<file path="src/hdl/rcs_pkg.sv">
// Package for the reset cause and control register block
package rcs_pkg;

  localparam int unsigned DATA_W = 16;
  localparam int unsigned ADDR_W = 4;

  // Word offsets of the registers
  localparam logic [3:0] CTRL_OFS = 4'h0;
  localparam logic [3:0] IRQ_STAT_OFS = 4'h1;
  localparam logic [3:0] IRQ_MASK_OFS = 4'h2;

  // Field positions of the reset cause and control word
  localparam int unsigned TRAP_BIT = 15;
  localparam int unsigned ILLOP_BIT = 14;
  localparam int unsigned FLASH_REG_BIT = 11;
  localparam int unsigned CFGMIS_BIT = 9;
  localparam int unsigned MAIN_REG_BIT = 8;
  localparam int unsigned EXTPIN_BIT = 7;
  localparam int unsigned RSTINS_BIT = 6;
  localparam int unsigned WDT_EN_BIT = 5;
  localparam int unsigned WATCHDOG_TIMEOUT_FLAG_BIT = 4;
  // Plain storage field at the bottom of the word, bits 3:0
  localparam int unsigned LOW_W = 4;

  // Writable bits: 13, 12 and 10 are not implemented
  localparam logic [15:0] CTRL_WMASK = 16'hCBFF;
  localparam logic [15:0] CTRL_RST = 16'h0003;
  // Bits that hardware reset sources set
  localparam logic [15:0] CAUSE_MASK = 16'hC2D0;

  // Interrupt status and mask layout: one bit per reset cause
  localparam int unsigned IRQ_W = 6;
  localparam logic [5:0] IRQ_RST = 6'h00;

  typedef struct packed {
    logic trap_conflict;
    logic illegal_op;
    logic config_mismatch;
    logic external_pin;
    logic reset_instr;
    logic watchdog_timeout;
  } rcs_cause_t;

  typedef struct packed {
    logic [ADDR_W-1:0] addr;
    logic [DATA_W-1:0] wdata;
    logic              wr;
    logic              rd;
  } rcs_bus_req_t;

endpackage

</file>
<file path="src/hdl/rcs_reset_cause.sv">
// Reset cause and control register with cause interrupt
//
// Chosen here: the placing of the registers and strobed register access.
`timescale 1ns/1ps

module rcs_reset_cause
  import rcs_pkg::*;
(
  input  wire logic              ref_clk_i,
  input  wire logic              sys_rst_i,
  input  wire logic [ADDR_W-1:0] reg_addr_i,
  input  wire logic [DATA_W-1:0] reg_wdata_i,
  input  wire logic              reg_wr_i,
  input  wire logic              reg_rd_i,
  input  wire rcs_cause_t        cause_i,
  input  wire logic              watchdog_fuse_enable_i,
  output logic      [DATA_W-1:0] reg_rdata_o,
  output logic                   watchdog_run_o,
  output logic                   flash_regulator_sleep_active_o,
  output logic                   main_regulator_sleep_active_o,
  output logic                   irq_o
);

  localparam rcs_cause_t STAT_INIT = rcs_cause_t'(IRQ_RST);

  logic [DATA_W-1:0] ctrl_word;
  logic              trap_flag_q;
  logic              illop_flag_q;
  logic              cfgmis_flag_q;
  logic              extpin_flag_q;
  logic              rstins_flag_q;
  logic              watchdog_timeout_flag_flag_q;
  logic              flash_sel_q;
  logic              main_sel_q;
  logic              wdt_en_q;
  logic [LOW_W-1:0]  low_bits_q;
  logic              trap_stat_q;
  logic              illop_stat_q;
  logic              cfgmis_stat_q;
  logic              extpin_stat_q;
  logic              rstins_stat_q;
  logic              watchdog_timeout_flag_stat_q;
  rcs_cause_t        stat_vec;
  rcs_cause_t        clr_bits;
  logic [IRQ_W-1:0]  mask_q;
  logic [DATA_W-1:0] rdata_q;
  logic              wr_ctrl;
  logic              wr_stat;
  logic              wr_mask;

  // Word address decode, shared by the write strobes
  function automatic logic addr_hit(input logic [ADDR_W-1:0] a,
                                    input logic [ADDR_W-1:0] ofs);
    return a == ofs;
  endfunction

  // sticky until cleared
  // A hardware cause beats a software clear in the same cycle
  function automatic logic flag_next(input logic cur,
                                     input logic wr,
                                     input logic wbit,
                                     input logic set);
    logic nxt;
    nxt = wr ? wbit : cur;
    return nxt | set;
  endfunction

  // Write one to clear; a new cause in the same cycle wins
  function automatic logic stat_next(input logic cur,
                                     input logic wr,
                                     input logic wbit,
                                     input logic set);
    logic nxt;
    nxt = (wr && wbit) ? 1'b0 : cur;
    return nxt | set;
  endfunction

  assign wr_ctrl  = reg_wr_i && addr_hit(reg_addr_i, CTRL_OFS);
  assign wr_stat  = reg_wr_i && addr_hit(reg_addr_i, IRQ_STAT_OFS);
  assign wr_mask  = reg_wr_i && addr_hit(reg_addr_i, IRQ_MASK_OFS);
  assign clr_bits = rcs_cause_t'(reg_wdata_i[IRQ_W-1:0]);

  always_comb begin
    ctrl_word                = '0;
    ctrl_word[TRAP_BIT]      = trap_flag_q;
    ctrl_word[ILLOP_BIT]     = illop_flag_q;
    ctrl_word[FLASH_REG_BIT] = flash_sel_q;
    ctrl_word[CFGMIS_BIT]    = cfgmis_flag_q;
    ctrl_word[MAIN_REG_BIT]  = main_sel_q;
    ctrl_word[EXTPIN_BIT]    = extpin_flag_q;
    ctrl_word[RSTINS_BIT]    = rstins_flag_q;
    ctrl_word[WDT_EN_BIT]    = wdt_en_q;
    ctrl_word[WATCHDOG_TIMEOUT_FLAG_BIT]      = watchdog_timeout_flag_flag_q;
    ctrl_word[LOW_W-1:0]     = low_bits_q;
  end

  assign stat_vec = {trap_stat_q, illop_stat_q, cfgmis_stat_q,
                     extpin_stat_q, rstins_stat_q, watchdog_timeout_flag_stat_q};

  always_ff @(posedge ref_clk_i) begin
    if (sys_rst_i) begin
      trap_flag_q <= CTRL_RST[TRAP_BIT];
    end else begin
      trap_flag_q <= flag_next(trap_flag_q, wr_ctrl,
                               reg_wdata_i[TRAP_BIT],
                               cause_i.trap_conflict);
    end
  end

  always_ff @(posedge ref_clk_i) begin
    if (sys_rst_i) begin
      illop_flag_q <= CTRL_RST[ILLOP_BIT];
    end else begin
      illop_flag_q <= flag_next(illop_flag_q, wr_ctrl,
                                reg_wdata_i[ILLOP_BIT],
                                cause_i.illegal_op);
    end
  end

  always_ff @(posedge ref_clk_i) begin
    if (sys_rst_i) begin
      cfgmis_flag_q <= CTRL_RST[CFGMIS_BIT];
    end else begin
      cfgmis_flag_q <= flag_next(cfgmis_flag_q, wr_ctrl,
                                 reg_wdata_i[CFGMIS_BIT],
                                 cause_i.config_mismatch);
    end
  end

  always_ff @(posedge ref_clk_i) begin
    if (sys_rst_i) begin
      extpin_flag_q <= CTRL_RST[EXTPIN_BIT];
    end else begin
      extpin_flag_q <= flag_next(extpin_flag_q, wr_ctrl,
                                 reg_wdata_i[EXTPIN_BIT],
                                 cause_i.external_pin);
    end
  end

  always_ff @(posedge ref_clk_i) begin
    if (sys_rst_i) begin
      rstins_flag_q <= CTRL_RST[RSTINS_BIT];
    end else begin
      rstins_flag_q <= flag_next(rstins_flag_q, wr_ctrl,
                                 reg_wdata_i[RSTINS_BIT],
                                 cause_i.reset_instr);
    end
  end

  always_ff @(posedge ref_clk_i) begin
    if (sys_rst_i) begin
      watchdog_timeout_flag_flag_q <= CTRL_RST[WATCHDOG_TIMEOUT_FLAG_BIT];
    end else begin
      watchdog_timeout_flag_flag_q <= flag_next(watchdog_timeout_flag_flag_q, wr_ctrl,
                               reg_wdata_i[WATCHDOG_TIMEOUT_FLAG_BIT],
                               cause_i.watchdog_timeout);
    end
  end

  always_ff @(posedge ref_clk_i) begin
    if (sys_rst_i) begin
      flash_sel_q <= CTRL_RST[FLASH_REG_BIT];
    end else if (wr_ctrl) begin
      flash_sel_q <= reg_wdata_i[FLASH_REG_BIT];
    end
  end

  always_ff @(posedge ref_clk_i) begin
    if (sys_rst_i) begin
      main_sel_q <= CTRL_RST[MAIN_REG_BIT];
    end else if (wr_ctrl) begin
      main_sel_q <= reg_wdata_i[MAIN_REG_BIT];
    end
  end

  always_ff @(posedge ref_clk_i) begin
    if (sys_rst_i) begin
      wdt_en_q <= CTRL_RST[WDT_EN_BIT];
    end else if (wr_ctrl) begin
      wdt_en_q <= reg_wdata_i[WDT_EN_BIT];
    end
  end

  always_ff @(posedge ref_clk_i) begin
    if (sys_rst_i) begin
      low_bits_q <= CTRL_RST[LOW_W-1:0];
    end else if (wr_ctrl) begin
      low_bits_q <= reg_wdata_i[LOW_W-1:0];
    end
  end

  // Interrupt status, one bit per cause, same order as the cause struct
  always_ff @(posedge ref_clk_i) begin
    if (sys_rst_i) begin
      trap_stat_q <= STAT_INIT.trap_conflict;
    end else begin
      trap_stat_q <= stat_next(trap_stat_q, wr_stat,
                               clr_bits.trap_conflict,
                               cause_i.trap_conflict);
    end
  end

  always_ff @(posedge ref_clk_i) begin
    if (sys_rst_i) begin
      illop_stat_q <= STAT_INIT.illegal_op;
    end else begin
      illop_stat_q <= stat_next(illop_stat_q, wr_stat,
                                clr_bits.illegal_op,
                                cause_i.illegal_op);
    end
  end

  always_ff @(posedge ref_clk_i) begin
    if (sys_rst_i) begin
      cfgmis_stat_q <= STAT_INIT.config_mismatch;
    end else begin
      cfgmis_stat_q <= stat_next(cfgmis_stat_q, wr_stat,
                                 clr_bits.config_mismatch,
                                 cause_i.config_mismatch);
    end
  end

  always_ff @(posedge ref_clk_i) begin
    if (sys_rst_i) begin
      extpin_stat_q <= STAT_INIT.external_pin;
    end else begin
      extpin_stat_q <= stat_next(extpin_stat_q, wr_stat,
                                 clr_bits.external_pin,
                                 cause_i.external_pin);
    end
  end

  always_ff @(posedge ref_clk_i) begin
    if (sys_rst_i) begin
      rstins_stat_q <= STAT_INIT.reset_instr;
    end else begin
      rstins_stat_q <= stat_next(rstins_stat_q, wr_stat,
                                 clr_bits.reset_instr,
                                 cause_i.reset_instr);
    end
  end

  always_ff @(posedge ref_clk_i) begin
    if (sys_rst_i) begin
      watchdog_timeout_flag_stat_q <= STAT_INIT.watchdog_timeout;
    end else begin
      watchdog_timeout_flag_stat_q <= stat_next(watchdog_timeout_flag_stat_q, wr_stat,
                               clr_bits.watchdog_timeout,
                               cause_i.watchdog_timeout);
    end
  end

  always_ff @(posedge ref_clk_i) begin
    if (sys_rst_i) begin
      mask_q <= IRQ_RST;
    end else if (wr_mask) begin
      mask_q <= reg_wdata_i[IRQ_W-1:0];
    end
  end

  // Unmapped addresses read as zero
  always_ff @(posedge ref_clk_i) begin
    if (sys_rst_i) begin
      rdata_q <= '0;
    end else if (reg_rd_i) begin
      unique case (reg_addr_i)
        CTRL_OFS:     rdata_q <= ctrl_word;
        IRQ_STAT_OFS: rdata_q <= {{(DATA_W-IRQ_W){1'b0}}, stat_vec};
        IRQ_MASK_OFS: rdata_q <= {{(DATA_W-IRQ_W){1'b0}}, mask_q};
        default:      rdata_q <= '0;
      endcase
    end else begin
      rdata_q <= '0;
    end
  end

  assign reg_rdata_o = rdata_q;
  assign irq_o = |(stat_vec & mask_q);

  assign watchdog_run_o = watchdog_fuse_enable_i | wdt_en_q;
  assign flash_regulator_sleep_active_o = flash_sel_q;
  assign main_regulator_sleep_active_o = main_sel_q;

endmodule

</file>
<file path="config.mk">
export PLATFORM = sky130hd
export DESIGN_NAME = rcs_reset_cause
export DESIGN_NICKNAME = d
export VERILOG_FILES = /design/src/hdl/rcs_pkg.sv /design/src/hdl/rcs_reset_cause.sv
export SDC_FILE = /design/constraint.sdc
export NUM_CORES = 1
export LEC_CHECK = 0
export BUFFER_PORTS_ARGS = -buffer_cell sky130_fd_sc_hd__buf_2
export CELL_PAD_IN_SITES_DETAIL_PLACEMENT = 1
export CELL_PAD_IN_SITES_GLOBAL_PLACEMENT = 2
export CORE_MARGIN = 5
export CORE_UTILIZATION = 31
export CTS_BUF_LIST = sky130_fd_sc_hd__clkbuf_16
export DETAILED_ROUTE_END_ITERATION = 16
export GPL_TIMING_DRIVEN = 0
export PLACE_DENSITY_LB_ADDON = 0.1
export SLEW_MARGIN = 10
export SYNTH_ARGS = -nofsm -noshare
export SYNTH_HDL_FRONTEND = slang
export SYNTH_SLANG_ARGS = --single-unit
</file>
<file path="constraint.sdc">
create_clock -name ref_clk_i -period 3.27 [get_ports ref_clk_i]
set_clock_uncertainty 0.1 [all_clocks]
set_input_delay 0.1635 -clock ref_clk_i [delete_from_list [all_inputs] [get_ports ref_clk_i]]
set_output_delay 0.1635 -clock ref_clk_i [all_outputs]
set_load 0.02 [all_outputs]
</file>
==> metrics.yaml <==
grt_pass1_wl_mm: 7.80
portBuffers: 43
rows: 26
hold_viol: 0
core_um2: 5070
cp.arrival_ns: 1.46
grt-ovfl-total: 0
areaGrowthSynthToFinish_pct: 29.3
top_usage_layer: "met2"
use_met2_pct: 25.8
total_power_uw: 1120
num_vias: 1441
cts_setup_buffers: 0
fin_cells: 292
ys_seq_area_share_pct: 47.5
cts_tree: "done"
ir_worst_vdd_v: 0.000228
start_kind: "input port"
die-area_um2: 6710
place_congestion: 0.739
worstMarginPinSlew_ns: 0.790
die_y_um: 81.9
filler_cell_count: 615
drive_above_1_share_pct: 27.5
finalNetCount: 253
ctsRootBufferMaster: "clkbuf_16"
vias_per_cell: 4.93
groute.usage.overall_pct: 15.7
final.setup.tns_ns: 0
post-route-period-util_pct: 43.5
cp_max_fo: 10
cts_made_buffers: 5
final_util_pct: 40.8
path_clk_slew_ns: 0.06
synthDistinctLibCells: 29
slew_headroom_pct: 46.9
synthTopCellsByArea: "dfxtp_1, mux2i_1, nand2b_1, and4b_1, a21oi_1"
synthCells: 170
grt_pass1_vias: 1567
ant_nets: 0
drv_slew: 0
status: "completed"
critPathKind: "input port to flop"
syn_area_um2: 1600
ys_ff_latch: 38
post_synth.cell_area_avg_um2: 9.43
die_w_um: 81.9
pwr_density_cell_nw_per_um2: 540
drt-initial-drc-count: 57
initial_core_util_pct: 31.6
antenna_found_initial: 0
routedWlPerCell_um: 16.5
routed_wirelength_mm: 4.82
worst_hold_path_type: "input port to flop"
grt_max_degree: 12
place_hpwl_mm: 3.74
drt_first_pass_iters: 4
largest_reg_flops: 13
setup_viol: 0
final_common_cell: "buf_2"
n_antenna_cell: 0
dp_cells: 285
grt_setup_unrepaired: "false"
cp-end-kind: "flop"
cp_data_required_time_ns: 3.31
clockBufferDepth: 2
grtUsageMet3_pct: 3.73
postCtsHoldBufs: 0
ioPinCount: 51
htreeDepth: 2
p_leak_uw: 0.000922
timing.fmax_mhz: 704
place_area_um2: 1910
fin_area_um2: 2070
worstSkewPairLatency_ns: 0.28
maxCapViolCount: 0
synth_top_area_cell: "dfxtp_1"
cts_resized: 0
globalRouteMet1Util_pct: 20.4
synth_warnings: 0
final_cell_mix: "buf_2, dfxtp_1, nor2_1, nand2b_1, mux2i_1"
cts_num_sinks: 38
yosys.area.top_type_share_pct: 47.5
min_period_ns: 1.42
drcViolationCount: 0
-- where the power goes --
part	internal [uW]	leakage [uW]	switching [uW]
clock network	353	0.0000773	179
registers	477	0.000310	9.33
logic	43.8	0.000535	57.0
-- logic make-up after synthesis --
kind of cell	synth area share [%]
muxes	7.49
other	0.234
AOI/OAI and AO/OA	15.0
buffers and inverters	5.23
DFF	47.5
and+or+nand+nor	24.6
-- Yosys cell counts --
| master | n |
|---|---|
| a211o_1 | 2 |
| a21oi_1 | 11 |
| a22oi_1 | 3 |
| a2bb2oi_1 | 6 |
| a31oi_1 | 6 |
| and2_1 | 8 |
| and3_1 | 3 |
| and4b_1 | 6 |
| buf_2 | 2 |
| buf_4 | 3 |
| buf_6 | 1 |
| clkbuf_1 | 7 |
| clkbuf_2 | 2 |
| conb_1 | 1 |
| dfxtp_1 | 38 |
| inv_1 | 1 |
| mux2i_1 | 12 |
| nand2_1 | 2 |
| nand2b_1 | 12 |
| nand3_1 | 7 |
| nand4b_1 | 1 |
| nor2_1 | 13 |
| nor2b_1 | 1 |
| nor3_1 | 7 |
| nor3b_4 | 1 |
| nor4_2 | 1 |
| o21ai_0 | 11 |
| or2_2 | 1 |
| or4_4 | 1 |
-- cell type report --
cell class / instances / area, um^2 / area share (%)
Buffer: 15 / 80.1 / 3.86
Multi-Input combinational cell: 118 / 766 / 37.0
Clock buffer: 5 / 125 / 6.04
Timing Repair Buffer: 43 / 215 / 10.4
Inverter: 1 / 3.75 / 0.181
Tap cell: 70 / 87.6 / 4.23
Clock inverter: 2 / 33.8 / 1.63
Sequential cell: 38 / 761 / 36.7
-- final timing paths --
check | slack (ns) | startpoint | depth (start not counted) | endpoint
worst min register to register | 0.35 | trap_flag_q | 1 | reg_rdata_o[15]
worst min-delay path | 0.05 | reg_wdata_i[11] | 3 | flash_regulator_sleep_active_o
worst max register to register | 2.30 | illop_stat_q | 3 | reg_rdata_o[4]
worst max-delay path | 1.85 | reg_addr_i[0] | 6 | main_regulator_sleep_active_o
-- worst max-delay path, cell delays in order --
cell and delay [ns]:
buf_2 0.10, buf_2 0.20, or4_4 0.48, clkbuf_2 0.23, o21ai_0 0.20, a21oi_1 0.09
-- metal layers --
| layer | up-vias | routed length (um) |
|---|---|---|
| met5 | - | 0 |
| met4 | 0 | 62 |
| met3 | 7 | 251 |
| met2 | 33 | 2300 |
| met1 | 693 | 2210 |
| li1 | 708 | - |
-- metrics by stage --
stage	setup WS, ns	hold slack (ns)
final	1.85	0.0468
after global routing	1.73	0.0705
after CTS	1.83	0.0468
after floorplan	1.88	0.211
after detailed placement	1.53	0.333
after global placement	1.57	0.321
Power figures use the tool's default switching activity.
